## config.mk

```make
export PLATFORM = sky130hd
export DESIGN_NAME = feuc_top
export DESIGN_NICKNAME = d
export VERILOG_FILES = /design/src/feuc_pkg.sv /design/src/feuc_key_lock.sv /design/src/feuc_top.sv
export SDC_FILE = /design/constraint.sdc
export NUM_CORES = 1
export LEC_CHECK = 0
export BUFFER_PORTS_ARGS = -buffer_cell sky130_fd_sc_hd__buf_2
export CORE_ASPECT_RATIO = 0.9
export CORE_MARGIN = 2
export CORE_UTILIZATION = 55
export CTS_CLUSTER_DIAMETER = 30
export CTS_CLUSTER_SIZE = 14
export DETAILED_ROUTE_END_ITERATION = 10
export GPL_TIMING_DRIVEN = 0
export HOLD_SLACK_MARGIN = 0.03
export PLACE_DENSITY = 0.91
export SYNTH_ARGS = -nofsm -noshare
export SYNTH_HDL_FRONTEND = slang
export SYNTH_SLANG_ARGS = --single-unit
```

## constraint.sdc

```tcl
create_clock -name CORE_CLK_I -period 5.1 [get_ports CORE_CLK_I]
set_input_delay 1.02 -clock CORE_CLK_I [delete_from_list [all_inputs] [get_ports CORE_CLK_I]]
set_output_delay 1.02 -clock CORE_CLK_I [all_outputs]
set_load 0.02 [all_outputs]
```

## src/feuc_pkg.sv

```systemverilog
// Constants, types and register map of the flash erase and unlock controller
package feuc_pkg;
  localparam int ADDR_W = 8;
  localparam logic [7:0] OFS_KEY0 = 8'h04;
  localparam logic [7:0] OFS_OBKEY = 8'h08;
  localparam logic [7:0] OFS_STAT0 = 8'h0C;
  localparam logic [7:0] OFS_CTL0 = 8'h10;
  localparam logic [7:0] OFS_ADDR0 = 8'h14;
  localparam logic [7:0] OFS_KEY1 = 8'h44;
  localparam logic [7:0] OFS_STAT1 = 8'h4C;
  localparam logic [7:0] OFS_CTL1 = 8'h50;
  localparam logic [7:0] OFS_ADDR1 = 8'h54;
  localparam logic [31:0] KEY_FIRST = 32'h45670123;
  localparam logic [31:0] KEY_SECOND = 32'hCDEF89AB;
  // Control register fields
  localparam int CTL_PER = 1;
  localparam int CTL_MER = 2;
  localparam int CTL_OPTION_PROGRAM_BIT = 4;
  localparam int CTL_OPTION_ERASE_BIT = 5;
  localparam int CTL_START = 6;
  localparam int CTL_LK = 7;
  localparam int CTL_OPTION_WRITE_ENABLE_BIT = 9;
  localparam int CTL_ERROR_INTERRUPT_ENABLE = 10;
  localparam int CTL_END_INTERRUPT_ENABLE = 12;
  // Status register fields
  localparam int STAT_BUSY = 0;
  localparam int STAT_WRITE_PROTECT_ERROR_FLAG = 4;
  localparam int STAT_END_FLAG = 5;
  // Address map
  localparam logic [31:0] MAIN_BASE = 32'h08000000;
  localparam logic [31:0] BANK1_BASE = 32'h08080000;
  localparam logic [31:0] MAIN_END = 32'h08300000;
  localparam logic [31:0] FAST_END = 32'h08040000;
  localparam logic [31:0] INFO_BASE = 32'h1FFFB000;
  localparam logic [31:0] OPT_BASE = 32'h1FFFF800;
  localparam logic [31:0] OPT_END = 32'h1FFFF810;
  localparam int PAGE_W = 10;
  localparam int BANK0_SHIFT = 11;
  localparam int BANK1_SHIFT = 12;
  localparam logic [9:0] BANK0_PAGES = 10'h100;
  localparam int PROT_SHIFT = 5;
  localparam int SLOW_FETCH_CYCLES = 8;
  typedef enum logic [1:0] {
    LK_LOCKED = 2'h0,
    LK_HALF = 2'h1,
    LK_OPEN = 2'h3
  } feuc_lock_type;
  typedef enum logic [1:0] {
    ST_IDLE = 2'h0,
    ST_CHECK = 2'h1,
    ST_RUN = 2'h3
  } feuc_state_type;
  typedef struct packed {
    logic mass;
    logic [1:0] banks;
    logic [9:0] page;
  } feuc_cmd_type;
endpackage

```

## src/feuc_key_lock.sv

```systemverilog
// Two-key unlock sequencer guarding one set of control bits
`timescale 1ns/10ps
`default_nettype none
module feuc_key_lock (
  input wire logic clk_i,
  input wire logic rst_n_i,
  input wire logic key_wr_i,
  input wire logic [31:0] key_i,
  input wire logic relock_i,
  output logic unlocked_o,
  output logic bad_o
);
  feuc_pkg::feuc_lock_type state_q;
  feuc_pkg::feuc_lock_type state_d;
  logic bad_d;
  wire first_ok = key_i == feuc_pkg::KEY_FIRST;
  wire second_ok = key_i == feuc_pkg::KEY_SECOND;

  always_ff @(posedge clk_i)
  begin
    if (!rst_n_i)
      state_q <= feuc_pkg::LK_LOCKED;
    else
      state_q <= state_d;
  end

  always_comb
  begin
    state_d = state_q;
    bad_d = 1'b0;
    if (key_wr_i)
    begin
      case (state_q)
        feuc_pkg::LK_LOCKED:
        begin
          state_d = first_ok ? feuc_pkg::LK_HALF : feuc_pkg::LK_LOCKED;
          bad_d = !first_ok;
        end
        feuc_pkg::LK_HALF:
        begin
          state_d = second_ok ? feuc_pkg::LK_OPEN : feuc_pkg::LK_LOCKED;
          bad_d = !second_ok;
        end
        default:
        begin
          // Any key write once open is a wrong operation
          state_d = feuc_pkg::LK_LOCKED;
          bad_d = 1'b1;
        end
      endcase
    end
    else if (relock_i)
      state_d = feuc_pkg::LK_LOCKED;
  end

  assign unlocked_o = state_q == feuc_pkg::LK_OPEN;
  assign bad_o = bad_d;
endmodule
`default_nettype wire

```

## src/feuc_top.sv

```systemverilog
// Flash controller: key unlock, page and mass erase sequencing, fetch timing
`timescale 1ns/10ps
`default_nettype none
// Functional notes
// Fetches below 256 Kbytes acknowledged without wait
// Bank zero 2K pages, bank one 4K
// Pages decoded contiguously, 0 to 895
// Option block is a distinct sixteen-byte range
// Erase of boot loader block refused
// Control locked and lock bit one after reset
// Two keys in order clear lock bit
// Writing lock bit one relocks control
// Wrong key relocks and flags bus error
// Option key pair sets option write enable
// Clearing option enable protects option bits
// Bank one has own key and lock
// Page erase touches only addressed page
// Page erase: set bit, address, start; busy
// End flag set, interrupt if enabled
// Protected page ignored, error flag set
// Each bank has its own status
// Secured bank-one erase needs both addresses
// Mass erase banks follow mass-erase bits
// Mass erase sets selected flash all ones
// Start ignored when locked or busy
// Busy clears with end or error flag
module feuc_top #(
  parameter int PROT_W = 32,
  parameter int SLOW_FETCH = feuc_pkg::SLOW_FETCH_CYCLES
) (
  input wire logic CORE_CLK_I,
  input wire logic RST_N_I,
  input wire logic [feuc_pkg::ADDR_W-1:0] ADDR_I,
  input wire logic [31:0] WDATA_I,
  input wire logic WR_I,
  input wire logic RD_I,
  output logic [31:0] RDATA_O,
  output logic BUS_ERR_O,
  output logic IRQ_O,
  input wire logic FETCH_REQ_I,
  input wire logic [31:0] FETCH_ADDR_I,
  output logic FETCH_ACK_O,
  input wire logic SEC_PROT_I,
  input wire logic [PROT_W-1:0] PROT_N_I,
  output logic FLASH_ERASE_O,
  output feuc_pkg::feuc_cmd_type FLASH_CMD_O,
  input wire logic FLASH_DONE_I
);
  localparam int CNT_W = $clog2(SLOW_FETCH + 1);

  logic [1:0] unlocked;
  logic [1:0] key_bad;
  logic ob_unlocked;
  logic ob_bad;
  logic [1:0] wr_key;
  logic [1:0] wr_ctl;
  logic [1:0] wr_stat;
  logic [1:0] wr_addr;
  logic [1:0] ctl_we;
  logic [1:0] launch;
  logic [1:0] per_q;
  logic [1:0] mer_q;
  logic [1:0] end_interrupt_enable_q;
  logic [1:0] error_interrupt_enable_q;
  logic [1:0] end_flag_q;
  logic [1:0] write_protect_error_flag_q;
  logic [1:0] busy_q;
  logic [1:0] set_end;
  logic [1:0] set_err;
  logic [1:0] irq_src;
  logic [31:0] addr_q [2];
  logic [31:0] ctl_word [2];
  logic [31:0] stat_word [2];
  logic option_program_bit_q;
  logic option_erase_bit_q;
  feuc_pkg::feuc_state_type state_q;
  feuc_pkg::feuc_state_type state_d;
  feuc_pkg::feuc_cmd_type cmd_q;
  feuc_pkg::feuc_cmd_type cmd_d;
  logic sel_q;
  logic sel_d;
  logic erase_q;
  logic erase_d;
  logic [31:0] rdata_q;
  logic bus_err_q;
  logic irq_q;
  logic ack_q;
  logic fetch_busy_q;
  logic [CNT_W-1:0] fetch_cnt_q;

  // Register decode
  assign wr_key[0] = WR_I && ADDR_I == feuc_pkg::OFS_KEY0;
  assign wr_key[1] = WR_I && ADDR_I == feuc_pkg::OFS_KEY1;
  assign wr_ctl[0] = WR_I && ADDR_I == feuc_pkg::OFS_CTL0;
  assign wr_ctl[1] = WR_I && ADDR_I == feuc_pkg::OFS_CTL1;
  assign wr_stat[0] = WR_I && ADDR_I == feuc_pkg::OFS_STAT0;
  assign wr_stat[1] = WR_I && ADDR_I == feuc_pkg::OFS_STAT1;
  assign wr_addr[0] = WR_I && ADDR_I == feuc_pkg::OFS_ADDR0;
  assign wr_addr[1] = WR_I && ADDR_I == feuc_pkg::OFS_ADDR1;
  wire wr_obkey = WR_I && ADDR_I == feuc_pkg::OFS_OBKEY;
  wire wr_per = WDATA_I[feuc_pkg::CTL_PER];
  wire wr_mer = WDATA_I[feuc_pkg::CTL_MER];
  wire engine_idle = state_q == feuc_pkg::ST_IDLE;
  wire launch_any = |launch;

  // Option bits need their own key pair on top of the control unlock
  feuc_key_lock u_ob_lock (
    .clk_i(CORE_CLK_I),
    .rst_n_i(RST_N_I),
    .key_wr_i(wr_obkey),
    .key_i(WDATA_I),
    .relock_i(ctl_we[0] && !WDATA_I[feuc_pkg::CTL_OPTION_WRITE_ENABLE_BIT]),
    .unlocked_o(ob_unlocked),
    .bad_o(ob_bad)
  );

  always_ff @(posedge CORE_CLK_I)
  begin
    if (!RST_N_I)
    begin
      option_program_bit_q <= 1'b0;
      option_erase_bit_q <= 1'b0;
    end
    else if (!ob_unlocked)
    begin
      option_program_bit_q <= 1'b0;
      option_erase_bit_q <= 1'b0;
    end
    else if (ctl_we[0])
    begin
      option_program_bit_q <= WDATA_I[feuc_pkg::CTL_OPTION_PROGRAM_BIT];
      option_erase_bit_q <= WDATA_I[feuc_pkg::CTL_OPTION_ERASE_BIT];
    end
  end

  // Mass erase reaches every bank whose mass-erase bit is set
  wire [1:0] launch_mask = wr_mer ? (launch[1] ? {1'b1, mer_q[0]} : {mer_q[1], 1'b1})
    : launch;

  // Erase target decode on the started bank's address register
  wire [31:0] chk_addr = sel_q ? addr_q[1] : addr_q[0];
  wire in_main = chk_addr >= feuc_pkg::MAIN_BASE && chk_addr < feuc_pkg::MAIN_END;
  wire in_bank1 = chk_addr >= feuc_pkg::BANK1_BASE;
  wire in_info = chk_addr >= feuc_pkg::INFO_BASE && chk_addr < feuc_pkg::OPT_BASE;
  wire in_opt = chk_addr >= feuc_pkg::OPT_BASE && chk_addr < feuc_pkg::OPT_END;
  wire [31:0] off0 = chk_addr - feuc_pkg::MAIN_BASE;
  wire [31:0] off1 = chk_addr - feuc_pkg::BANK1_BASE;
  wire [9:0] page0 = off0[feuc_pkg::BANK0_SHIFT +: feuc_pkg::PAGE_W];
  wire [9:0] page1 = feuc_pkg::BANK0_PAGES + off1[feuc_pkg::BANK1_SHIFT +: feuc_pkg::PAGE_W];
  wire [9:0] chk_page = in_bank1 ? page1 : page0;
  wire [4:0] prot_grp = chk_page[feuc_pkg::PROT_SHIFT +: 5];
  wire page_prot = !PROT_N_I[prot_grp];
  wire bank_bad = in_bank1 != sel_q;
  // Secured bank-one erase relies on software mirroring the address
  wire sec_bad = sel_q && SEC_PROT_I && addr_q[0] != addr_q[1];
  wire target_bad = in_info || in_opt || !in_main;
  wire chk_bad = !cmd_q.mass && (target_bad || bank_bad || page_prot || sec_bad);

  genvar b;
  generate
    for (b = 0; b < 2; b++)
    begin : g_bank
      feuc_key_lock u_lock (
        .clk_i(CORE_CLK_I),
        .rst_n_i(RST_N_I),
        .key_wr_i(wr_key[b]),
        .key_i(WDATA_I),
        .relock_i(wr_ctl[b] && WDATA_I[feuc_pkg::CTL_LK]),
        .unlocked_o(unlocked[b]),
        .bad_o(key_bad[b])
      );

      assign ctl_we[b] = wr_ctl[b] && unlocked[b];
      // Locked or busy starts are dropped without touching flash
      assign launch[b] = ctl_we[b] && WDATA_I[feuc_pkg::CTL_START] && engine_idle
        && (wr_per || wr_mer);
      assign set_end[b] = state_q == feuc_pkg::ST_RUN && FLASH_DONE_I && cmd_q.banks[b];
      assign set_err[b] = state_q == feuc_pkg::ST_CHECK && chk_bad && sel_q == b;
      assign irq_src[b] = (end_flag_q[b] && end_interrupt_enable_q[b]) || (write_protect_error_flag_q[b] && error_interrupt_enable_q[b]);

      always_ff @(posedge CORE_CLK_I)
      begin
        if (!RST_N_I)
        begin
          per_q[b] <= 1'b0;
          mer_q[b] <= 1'b0;
          end_interrupt_enable_q[b] <= 1'b0;
          error_interrupt_enable_q[b] <= 1'b0;
        end
        else if (ctl_we[b])
        begin
          per_q[b] <= wr_per;
          mer_q[b] <= wr_mer;
          end_interrupt_enable_q[b] <= WDATA_I[feuc_pkg::CTL_END_INTERRUPT_ENABLE];
          error_interrupt_enable_q[b] <= WDATA_I[feuc_pkg::CTL_ERROR_INTERRUPT_ENABLE];
        end
      end

      always_ff @(posedge CORE_CLK_I)
      begin
        if (!RST_N_I)
          addr_q[b] <= 32'h0;
        else if (wr_addr[b])
          addr_q[b] <= WDATA_I;
      end

      // Flag set wins over a same-cycle write-one clear
      always_ff @(posedge CORE_CLK_I)
      begin
        if (!RST_N_I)
        begin
          end_flag_q[b] <= 1'b0;
          write_protect_error_flag_q[b] <= 1'b0;
          busy_q[b] <= 1'b0;
        end
        else
        begin
          end_flag_q[b] <= set_end[b]
            || (end_flag_q[b] && !(wr_stat[b] && WDATA_I[feuc_pkg::STAT_END_FLAG]));
          write_protect_error_flag_q[b] <= set_err[b]
            || (write_protect_error_flag_q[b] && !(wr_stat[b] && WDATA_I[feuc_pkg::STAT_WRITE_PROTECT_ERROR_FLAG]));
          busy_q[b] <= (launch_any && launch_mask[b])
            || (busy_q[b] && !(set_end[b] || set_err[b] || set_end != 2'h0
            || set_err != 2'h0));
        end
      end

      always_comb
      begin
        stat_word[b] = 32'h0;
        stat_word[b][feuc_pkg::STAT_BUSY] = busy_q[b];
        stat_word[b][feuc_pkg::STAT_WRITE_PROTECT_ERROR_FLAG] = write_protect_error_flag_q[b];
        stat_word[b][feuc_pkg::STAT_END_FLAG] = end_flag_q[b];
        ctl_word[b] = 32'h0;
        ctl_word[b][feuc_pkg::CTL_PER] = per_q[b];
        ctl_word[b][feuc_pkg::CTL_MER] = mer_q[b];
        ctl_word[b][feuc_pkg::CTL_LK] = !unlocked[b];
        ctl_word[b][feuc_pkg::CTL_ERROR_INTERRUPT_ENABLE] = error_interrupt_enable_q[b];
        ctl_word[b][feuc_pkg::CTL_END_INTERRUPT_ENABLE] = end_interrupt_enable_q[b];
        if (b == 0)
        begin
          ctl_word[b][feuc_pkg::CTL_OPTION_PROGRAM_BIT] = option_program_bit_q;
          ctl_word[b][feuc_pkg::CTL_OPTION_ERASE_BIT] = option_erase_bit_q;
          ctl_word[b][feuc_pkg::CTL_OPTION_WRITE_ENABLE_BIT] = ob_unlocked;
        end
      end
    end
  endgenerate

  // Erase sequencer shared by both banks, one operation at a time
  always_comb
  begin
    state_d = state_q;
    sel_d = sel_q;
    cmd_d = cmd_q;
    erase_d = erase_q;
    case (state_q)
      feuc_pkg::ST_IDLE:
      begin
        if (launch_any)
        begin
          state_d = feuc_pkg::ST_CHECK;
          sel_d = launch[1];
          cmd_d.mass = wr_mer;
          cmd_d.banks = launch_mask;
          cmd_d.page = '0;
        end
      end
      feuc_pkg::ST_CHECK:
      begin
        if (chk_bad)
          state_d = feuc_pkg::ST_IDLE;
        else
        begin
          state_d = feuc_pkg::ST_RUN;
          erase_d = 1'b1;
          cmd_d.page = cmd_q.mass ? '0 : chk_page;
        end
      end
      feuc_pkg::ST_RUN:
      begin
        if (FLASH_DONE_I)
        begin
          state_d = feuc_pkg::ST_IDLE;
          erase_d = 1'b0;
        end
      end
      default:
      begin
        state_d = feuc_pkg::ST_IDLE;
        erase_d = 1'b0;
      end
    endcase
  end

  always_ff @(posedge CORE_CLK_I)
  begin
    if (!RST_N_I)
    begin
      state_q <= feuc_pkg::ST_IDLE;
      sel_q <= 1'b0;
      cmd_q <= '0;
      erase_q <= 1'b0;
    end
    else
    begin
      state_q <= state_d;
      sel_q <= sel_d;
      cmd_q <= cmd_d;
      erase_q <= erase_d;
    end
  end

  // Read mux; key registers read as zero
  wire [31:0] rd_mux = ADDR_I == feuc_pkg::OFS_STAT0 ? stat_word[0]
    : ADDR_I == feuc_pkg::OFS_STAT1 ? stat_word[1]
    : ADDR_I == feuc_pkg::OFS_CTL0 ? ctl_word[0]
    : ADDR_I == feuc_pkg::OFS_CTL1 ? ctl_word[1]
    : ADDR_I == feuc_pkg::OFS_ADDR0 ? addr_q[0]
    : ADDR_I == feuc_pkg::OFS_ADDR1 ? addr_q[1]
    : 32'h0;

  always_ff @(posedge CORE_CLK_I)
  begin
    if (!RST_N_I)
    begin
      rdata_q <= 32'h0;
      bus_err_q <= 1'b0;
      irq_q <= 1'b0;
    end
    else
    begin
      rdata_q <= RD_I ? rd_mux : 32'h0;
      bus_err_q <= key_bad[0] || key_bad[1] || ob_bad;
      irq_q <= |irq_src;
    end
  end

  // Fetch timing: fast region answers next cycle, the rest waits
  wire fetch_fast = FETCH_ADDR_I >= feuc_pkg::MAIN_BASE && FETCH_ADDR_I < feuc_pkg::FAST_END;
  wire fetch_take = FETCH_REQ_I && !fetch_busy_q && !ack_q;

  always_ff @(posedge CORE_CLK_I)
  begin
    if (!RST_N_I)
    begin
      ack_q <= 1'b0;
      fetch_busy_q <= 1'b0;
      fetch_cnt_q <= '0;
    end
    else if (fetch_take && fetch_fast)
      ack_q <= 1'b1;
    else if (fetch_take)
    begin
      fetch_busy_q <= 1'b1;
      fetch_cnt_q <= CNT_W'(SLOW_FETCH - 1);
    end
    else if (fetch_busy_q && fetch_cnt_q == '0)
    begin
      fetch_busy_q <= 1'b0;
      ack_q <= 1'b1;
    end
    else if (fetch_busy_q)
      fetch_cnt_q <= fetch_cnt_q - 1'b1;
    else
      ack_q <= 1'b0;
  end

  assign RDATA_O = rdata_q;
  assign BUS_ERR_O = bus_err_q;
  assign IRQ_O = irq_q;
  assign FETCH_ACK_O = ack_q;
  assign FLASH_ERASE_O = erase_q;
  assign FLASH_CMD_O = cmd_q;
endmodule
`default_nettype wire

```

==> results.cfg, run 1 <==
[yosys]
syn_inst = 732
async_reset_ff_share_pct = 0
syn_area_um2 = 7180
syn_nets = 847
ys_seq_area_share_pct = 48.8
ys_warn_count = 0
ys_seq_elements = 143
syn_avg_cell_area_um2 = 9.81
synth_cell_type_count = 70
synth-edff-count = 64
synth_ff_type = dfxtp_1

[floorplan]
dieArea_um2 = 14000
start_util_pct = 56.4
ios = 160
die_h_um = 112
row_count = 39
die_w_um = 124
coreArea_um2 = 12700

[clock_tree]
clkLatencyLatePin_ns = 0.44
clock_sinks = 143
cts_tree = yes
cts_max_path_buffers = 2
cts.htree.levels = 4
cts-root-buf = clkbuf_16
cts_buffers = 17
clk_pin_slew_ns = 0.06

[pwr]
seqPwrFrac_pct = 46.4
p_sw_share_pct = 24.5
vdd_ir_drop_max_mv = 0.258
p_clk_share_pct = 45.2
p_leak_nw = 3.32
internal_power_mw = 2.06
power.total_mw = 2.74
powerDensity_nw_per_um2 = 313
power_switching_mw = 0.671
combPwrFrac_pct = 8.4

[final_layout]
final_common_cell = buf_2
layout_common_cells = buf_2, dfxtp_1, and2_1
fin_nets = 1006
syn2layout_area_growth_pct = 21.8
multiInputGateArea_um2 = 3500
fin_util_pct = 68.7
final_layout_size_suffix_gt1_share_pct = 21.9
register_area_um2 = 3500
fillCellCount = 918
diodes = 0

[global_routing]
grt_max_degree = 29
gr-usage-met1_pct = 41.7
antenna_found_initial = 0
use_met2_pct = 49.3
grt_util_met3_pct = 8.77
grt.total_usage_pct = 31.4
grt_pass1_vias = 6632
overflow = 0
grt_pass1_wl_mm = 34.8
grt-busiest-layer = met2

[place]
numPortBuffers = 139
dpl.hpwl_mm = 15.7
place_congestion = 0.965

[setup_path]
crit_path_end_kind = register
cp_max_fo = 19
cp_slowest_cell = a211oi_2
cp_cell_sequence = buf_6 -> buf_2 -> mux2i_1 -> clkbuf_1 -> inv_1 -> ha_1 -> nand3_1 -> a211oi_2 -> a211oi_2 -> a211oi_1 -> o22a_1 -> o311a_1 -> a2111o_1 -> a31o_1 -> buf_6 -> a31o_1
start_kind = register
cpPeakStageDelay_ns = 0.58
worstSetupPathType = register to register
cp.arrival_ns = 5.21
required_ns = 5.42

[drt]
drt-initial-drc-count = 886
wirelength_mm = 22.2
ant_nets = 0
drt-wirelength-per-cell_um = 20.7
first_pass_iters = 6
drc = 0
num_vias = 6973
drt-vias-per-instance = 6.53

[timing]
tightest_slew_ns = 0.981
finalCriticalPeriod_ns = 4.89
slew_headroom_pct = 34.1
fin_crit_sh_pct = 95.9
drv_slew = 0
setup_viol = 0
hold_viol = 0
max_freq_ghz = 0.204
fin_setup_tns_ns = 0
fin_skew_ns = 0.0113
rsz0062_at_grt = no

[outcome]
status = finished, final reports clean

[worst_hold_path]
hold_path.class = register to register

[run]
max-cap-violations = 0
-- cells by family (layout without fill, tap and decap cells) --
group,count (synthesis),in the layout,share of synthesized area [%]
DFF,143,143,48.8
xor gates and xnor gates,37,37,4.51
adders and majority gates,4,4,0.697
muxes,21,21,3.40
AOI/OAI and AO/OA,173,173,16.9
and+or+nand+nor,307,307,22.9
buffers and inverters,47,219,2.87
-- per-layer routing --
| layer | routed length [µm] | part of all wire (%) | up-vias |
|---|---|---|---|
| li1 | - | - | 3070 |
| met1 | 8480 | 38 | 3226 |
| met2 | 10000 | 45 | 590 |
| met3 | 2890 | 13 | 87 |
| met4 | 754 | 3.4 | 0 |
| met5 | 0 | 0 | - |
-- synth_stat cells, types with 4 or more instances --
library cell	instances	area [µm²]
ha_1	4	50.1
nor3_1	10	50.1
a211oi_1	8	60.1
a222oi_1	4	40.0
and3_1	5	31.3
nor4_1	19	119
edfxtp_1	64	1920
nor2b_1	4	25.0
mux2_2	4	45.0
nor3b_1	6	45.0
o21ai_1	7	35.0
or3_1	6	37.5
clkbuf_1	28	105
nand4_1	12	75.1
o221ai_1	10	87.6
o21ai_0	12	60.1
o31ai_1	4	30.0
a22oi_1	39	293
nor2_1	62	233
nand2_1	59	221
nand3_1	31	155
inv_1	10	37.5
and2_1	66	413
dfxtp_1	79	1580
mux2i_1	14	140
o22ai_1	4	25.0
nor4b_1	7	61.3
a21oi_1	44	220
xor2_1	35	307
or4_1	5	37.5
o211ai_1	4	30.0
-- layout make-up --
cell class	count	share of cell area [%]
Timing Repair Buffer	141	8.50
Sequential cell	143	40.1
Clock buffer	24	6.24
Multi-Input combinational cell	542	40.1
Inverter	10	0.429
Buffer	36	1.89
Clock inverter	8	0.501
Tap cell	164	2.35
-- worst max-delay path, delay by kind of cell, from the launching register on --
| family | cells | cell delay, ns |
|---|---|---|
| compound gates | 8 | 2.28 |
| fa+ha+maj | 1 | 0.23 |
| buf+inv | 5 | 1.35 |
| flops | 1 | 0.42 |
| mux | 1 | 0.39 |
| simple gates | 1 | 0.08 |
-- stage by stage --
stage / cell area (µm²) / setup WS [ns] / hold WS (ns) / instances
after floorplan: 7180 / 0.831 / 0.432 / 732
after global placement: 8080 / -0.608 / 0.443 / 1035
after detailed placement: 8150 / 0.0651 / 0.440 / 1037
after CTS: 8740 / 0.00329 / 0.447 / 1069
after global routing: 8750 / 0.0334 / 0.472 / 1068
final: 8750 / 0.208 / 0.444 / 1068
-- registers in the layout, summed over array words and instances (netlist names), 2 cells and up --
signal,count
FLASH_CMD_O,13
RDATA_O,32
addr_q,64
busy_q,2
ctl_word,8
end_flag_q,2
fetch_cnt_q,4
g_bank.u_lock.state_q,4
stat_word,2
state_q,2
u_ob_lock.state_q,2
-- power by group through the flow --
stage | combinational [mW] | clock (mW) | sequential (mW)
after floorplan | 0.123 | 0 | 1.28
after global placement | 0.207 | 0 | 1.29
after detailed placement | 0.219 | 0 | 1.29
after CTS | 0.222 | 1.23 | 1.27
after global routing | 0.247 | 1.27 | 1.27
final | 0.229 | 1.24 | 1.27
-- path summary, 6_finish.rpt --
kind / from / to / slack, ns / depth (start not counted)
worst min-delay path: FLASH_CMD_O[0] / FLASH_CMD_O[0] / 0.44 / 2
worst max-delay path: sel_q / FLASH_CMD_O[6] / 0.21 / 16
worst max register to register: sel_q / FLASH_CMD_O[6] / 0.21 / 16
worst min register to register: FLASH_CMD_O[0] / FLASH_CMD_O[0] / 0.44 / 2
-- timing repair --
action | in CTS | in global routing
resized for setup | 0 | 2
buffers inserted | 0 | 0
endpoints found under the setup margin | 0 | 17
hold buffers | 0 | 0
Power figures use the tool's default switching activity.
==> inputs of run 2 (changes only) <==
--- a/config.mk
+++ b/config.mk
@@ -6,15 +6,16 @@
 export NUM_CORES = 1
 export LEC_CHECK = 0
 export BUFFER_PORTS_ARGS = -buffer_cell sky130_fd_sc_hd__buf_2
+export CAP_MARGIN = 10
 export CORE_ASPECT_RATIO = 0.9
 export CORE_MARGIN = 2
-export CORE_UTILIZATION = 55
+export CORE_UTILIZATION = 40
 export CTS_CLUSTER_DIAMETER = 30
 export CTS_CLUSTER_SIZE = 14
 export DETAILED_ROUTE_END_ITERATION = 10
 export GPL_TIMING_DRIVEN = 0
 export HOLD_SLACK_MARGIN = 0.03
-export PLACE_DENSITY = 0.91
+export PLACE_DENSITY = 0.72
 export SYNTH_ARGS = -nofsm -noshare
 export SYNTH_HDL_FRONTEND = slang
 export SYNTH_SLANG_ARGS = --single-unit
==> constraint.sdc (replaced) <==
create_clock -name CORE_CLK_I -period 5.25 [get_ports CORE_CLK_I]
set_input_delay 1.05 -clock CORE_CLK_I [delete_from_list [all_inputs] [get_ports CORE_CLK_I]]
set_output_delay 1.05 -clock CORE_CLK_I [all_outputs]
set_load 0.02 [all_outputs]
==> run 2 against run 1 <==
Against the previous run: hold slack improved by 0.0081 ns; clock power rose by 6%; first-iteration DRC count fell by 19%; global-route usage fell by 8.9 points; sequential power fell by 3%; via count fell by 5.9%; count of clock-buffer cells in the layout fell by 2; maximum frequency rose by 0.81%; total power rose by 1.3%; critical path depth did not move; cell count rose by 7.2%; critical path type unchanged; critical endpoint unchanged; largest power group is now the clock network.
==> results.cfg, run 2 (same netlist as run 1, synthesis figures left out) <==
[final_layout]
fin_cells = 1145
fillCellCount = 1636
register_area_um2 = 3500
layout_common_cells = buf_2, dfxtp_1, and2_1
syn2layout_area_growth_pct = 23.9
final_layout_size_suffix_gt1_share_pct = 21.3
final_common_cell = buf_2
fin_nets = 1006
multiInputGateArea_um2 = 3490
fin_util_pct = 50.5
regMostFlops = addr_q
largest_register_ffs = 64

[clock_tree]
clock_sinks = 143
post_cts_buffers = 0
hold_buffers = 0
cts_resized = 0
cts_buffers = 17
cts_tree = yes
cts-root-buf = clkbuf_16
cts.htree.levels = 4
clkLatencyLatePin_ns = 0.43
cts_max_path_buffers = 2
clk_pin_slew_ns = 0.06

[floorplan]
coreArea_um2 = 17600
die_h_um = 131
die_w_um = 145
row_count = 46
dieArea_um2 = 19000
start_util_pct = 40.8
ios = 160

[global_routing]
grt-busiest-layer = met2
grt_pass1_vias = 6104
antenna_found_initial = 1
overflow = 0
grt_pass1_wl_mm = 33.5
gr-usage-met1_pct = 32.7
use_met2_pct = 33.5
grt.total_usage_pct = 22.6
grt_max_degree = 24
grt_util_met3_pct = 5.00

[place]
numPortBuffers = 139
place_congestion = 0.931
post-place-cells = 1113
dpl.hpwl_mm = 16.2

[setup_path]
crit_path_end_kind = register
start_kind = register
cp_max_fo = 19
reg2reg_setup_slack_ns = 0.40
required_ns = 5.57
cp.arrival_ns = 5.17
worstSetupPathType = register to register

[timing]
drv_slew = 0
fin_crit_sh_pct = 92.4
tightest_slew_ns = 0.909
finalCriticalPeriod_ns = 4.85
fin_setup_tns_ns = 0
hold_viol = 0
fin_skew_ns = 0.0108
rsz0062_at_grt = no
whs_ns = 0.452
max_freq_ghz = 0.206
setup_viol = 0
slew_headroom_pct = 37.7

[drt]
drc = 0
first_pass_iters = 5
drt-vias-per-instance = 5.73
drt-wirelength-per-cell_um = 19.0
wirelength_mm = 21.8
drt-initial-drc-count = 719
num_vias = 6560
ant_nets = 0

[pwr]
power.total_mw = 2.77
p_leak_nw = 3.34
powerDensity_nw_per_um2 = 312
vdd_ir_drop_max_mv = 0.218

[run]
max-cap-violations = 0

[outcome]
status = finished, final reports clean

[worst_hold_path]
hold_path.class = register to register
## run 2: cell count changes in the layout (fill, tap and decap cells not counted), moves of 2 or more
cell / change
bufinv_16: +4
clkbuf_8: -2
clkinv_1: +2
clkinv_2: -3
clkinv_4: +2
inv_4: -3
## run 2: critical path, cell delays in order (launching register included)
cell	delay, ns
dfxtp_1	0.40
buf_6	0.19
buf_2	0.43
mux2i_1	0.23
clkbuf_1	0.28
inv_1	0.17
ha_1	0.16
nand3_1	0.07
a211oi_1	0.55
a211oi_2	0.31
a22oi_1	0.49
nor2_1	0.09
o311a_1	0.34
a2111o_1	0.45
a31o_1	0.26
buf_6	0.14
a31o_1	0.20
## run 2: path summary, 6_finish.rpt
check | start | end | cells past startpoint
min reg2reg | FLASH_CMD_O[1] | FLASH_CMD_O[1] | 2
max | sel_q | FLASH_CMD_O[6] | 16
min | FLASH_CMD_O[1] | FLASH_CMD_O[1] | 2
max reg2reg | sel_q | FLASH_CMD_O[6] | 16
## run 2: power breakdown
group | internal [mW] | switching [mW] | leakage [nW]
Combinational | 0.0876 | 0.131 | 1.77
Clock | 0.861 | 0.460 | 0.319
Sequential | 1.19 | 0.0378 | 1.24
## run 2: per-layer routing
layer	up-vias	routed length, µm
met2	365	9660
met4	2	383
li1	3069	-
met5	-	7
met3	41	2070
met1	3083	9640
## run 2: through the flow
stage,setup WS [ns],instance area [µm²]
floorplan,0.951,7180
global placement,-0.692,8180
detailed placement,0.0805,8250
CTS,0.0328,8900
global route,0.131,8900
finish,0.397,8900
## run 2: area by class of cell
type	instances	area share, %
sequential	143	39.4
clock buffer	22	5.58
buffer	36	1.86
inverter	10	0.422
multi-input combinational	542	39.3
clock inverter	10	1.74
timing repair buffer	141	8.35
antenna	1	0.0281
tap	240	3.37
==> inputs of run 3 (changes only) <==
--- a/config.mk
+++ b/config.mk
@@ -5,9 +5,9 @@
 export SDC_FILE = /design/constraint.sdc
 export NUM_CORES = 1
 export LEC_CHECK = 0
+export ABC_AREA = 1
 export BUFFER_PORTS_ARGS = -buffer_cell sky130_fd_sc_hd__buf_2
 export CAP_MARGIN = 10
-export CORE_ASPECT_RATIO = 0.9
 export CORE_MARGIN = 2
 export CORE_UTILIZATION = 40
 export CTS_CLUSTER_DIAMETER = 30
==> run 3 against run 2 <==
Against the previous run: maximum frequency rose by 29%; global-route usage fell by 0.90 points; hold slack improved by 0.0037 ns; utilization fell by 0.83 points; clock power fell by 5%; highest routed layer is now met4.
==> results.cfg, run 3 <==
[final_layout]
fillCellCount = 1766
largest_register_ffs = 64
fin_nets = 1281
final_layout_size_suffix_gt1_share_pct = 17.8
diodes = 0
fin_cells = 1413
layout_common_cells = nand2_1, inv_1, buf_2
fin_util_pct = 49.7
regMostFlops = addr_q
final_common_cell = nand2_1
syn2layout_area_growth_pct = 22.4

[yosys]
yosys-top-cells-area = edfxtp_1, dfxtp_1, nand2_1, inv_1, nor2_1
synth_xor_area_share_pct = 3.02
syn_area_um2 = 7540
ys_warn_count = 0
synth-edff-count = 64
synth_cell_type_count = 49
synthDominantCellAreaShare_pct = 25.5
ys_top_cells_by_count = nand2_1, inv_1, nor2_1
async_reset_ff_share_pct = 0
ys_seq_elements = 143
syn_inst = 1004
ys_seq_area_share_pct = 46.4
synth-simple-area-share_pct = 30.1
yosysTopAreaCell = edfxtp_1
syn_nets = 1119
synth_ff_type = dfxtp_1
synthMuxAreaShare_pct = 0.133
syn_avg_cell_area_um2 = 7.51
synth-compound-area-share_pct = 9.75
synthAdderAreaFrac_pct = 0.663
synth_most_common_cell = nand2_1
synth_top_family_by_area = simple AND/OR/NAND/NOR gates

[place]
pre_cts_slack_ns = 1.18
dpl.hpwl_mm = 16.6
numPortBuffers = 141
place_congestion = 0.966
post-place-cells = 1381

[clock_tree]
cts_resized = 0
cts_buffers = 17
cts_tree = yes
cts_max_path_buffers = 2
clk_pin_slew_ns = 0.06
hold_buffers = 0
cts-root-buf = clkbuf_16
cts.htree.levels = 4
clkLatencyLatePin_ns = 0.44
post_cts_buffers = 0
clock_sinks = 143

[timing]
setup_viol = 0
slew_headroom_pct = 46.9
finalCriticalPeriod_ns = 3.76
hold_viol = 0
tightest_slew_ns = 0.795
max_freq_ghz = 0.266
fin_skew_ns = 0.00815
fin_setup_tns_ns = 0
fin_crit_sh_pct = 71.7
drv_slew = 0
worst_slack_ns = 1.49
rsz0062_at_grt = no

[setup_path]
required_ns = 5.58
worstSetupPathType = primary input to register
cp.arrival_ns = 4.10
r2r_start = sel_q
start_kind = primary input
crit_path_end_kind = register
crit_start = ADDR_I[7]
cp_max_fo = 10

[floorplan]
die_w_um = 141
ios = 160
die_h_um = 141
row_count = 50
dieArea_um2 = 20000
start_util_pct = 40.6
coreArea_um2 = 18600

[global_routing]
overflow = 0
grt.total_usage_pct = 21.7
gr-usage-met1_pct = 27.5
grt_pass1_wl_mm = 33.5
use_met2_pct = 36.7
grt-busiest-layer = met2
grt_util_met3_pct = 3.88
antenna_found_initial = 0
grt_pass1_vias = 6743
grt_max_degree = 18

[drt]
ant_nets = 0
wirelength_mm = 21.6
first_pass_iters = 6
drt-initial-drc-count = 575
num_vias = 7254
drt-wirelength-per-cell_um = 15.3
drc = 0
drt-vias-per-instance = 5.13

[worst_hold_path]
hp-start = FLASH_ERASE_O
hold_path.class = register to register

[pwr]
powerDensity_nw_per_um2 = 294
vdd_ir_drop_max_mv = 0.242
p_leak_nw = 4.03

[run]
max-cap-violations = 0

[outcome]
status = finished, final reports clean
[run 3: cell count changes in the layout (fill, tap and decap cells not counted), sizes merged, moves of 11 or more]
cell	before	now
a22oi	39	0
and2	66	1
clkbuf	50	39
inv	10	154
mux2i	15	1
nand2	59	269
nand3	31	61
nand4	12	27
nor2	62	131
o21ai	19	37
xnor2	2	24
xor2	35	2
[run 3: power by group]
group / leakage [nW] / total (mW) / internal (mW) / switching, mW
logic: 2.48 / 0.242 / 0.0925 / 0.150
clock network: 0.308 / 1.25 / 0.750 / 0.502
registers: 1.25 / 1.22 / 1.19 / 0.0292
[run 3: cell type report]
| class | instances | area, µm² | area share [%] |
|---|---|---|---|
| Sequential cell | 143 | 3500 | 37.9 |
| Clock inverter | 13 | 150 | 1.63 |
| Buffer | 32 | 180 | 1.95 |
| Timing Repair Buffer | 143 | 761 | 8.24 |
| Inverter | 149 | 564 | 6.11 |
| Tap cell | 234 | 293 | 3.17 |
| Clock buffer | 19 | 464 | 5.03 |
| Multi-Input combinational cell | 680 | 3320 | 35.9 |
[run 3: final timing paths]
check / slack [ns] / cells after the start / end
setup / recovery: 1.49 / 11 / FLASH_CMD_O[8]
setup reg to reg: 2.00 / 25 / FLASH_CMD_O[2]
hold reg to reg: 0.46 / 2 / FLASH_ERASE_O
hold / removal: 0.46 / 2 / FLASH_ERASE_O
[run 3: logic make-up (layout without fill, tap and decap cells)]
family,after synthesis,after routing
xor+xnor,26,26
simple gates,527,527
flops,143,143
fa+ha+maj,4,4
compound gates,122,122
buf+inv,181,356
mux,1,1
[run 3: through the flow]
step / power, mW / cell area (µm²) / hold slack (ns)
finish: 2.72 / 9230 / 0.456
global placement: 1.48 / 8540 / 0.448
CTS: 2.72 / 9230 / 0.460
floorplan: 1.39 / 7540 / 0.434
global route: 2.80 / 9230 / 0.482
detailed placement: 1.49 / 8620 / 0.451
[run 3: per-layer routing]
metal | vias to the layer above | share of wire, % | wire [µm]
met1 | 3307 | 42 | 9050
met2 | 303 | 48 | 10300
met4 | 0 | 2.5 | 547
met3 | 45 | 7.8 | 1690
li1 | 3599 | - | -
met5 | - | 0 | 0
[run 3: worst max-delay path, stage by stage]
cell      delay, ns
buf_2          0.12
nor4_1         0.29
inv_1          0.15
nor2_1         0.43
inv_1          0.15
nor3_1         0.54
inv_1          0.28
o311ai_2       0.73
nand4_1        0.20
nand2_1        0.10
nor2_1         0.05
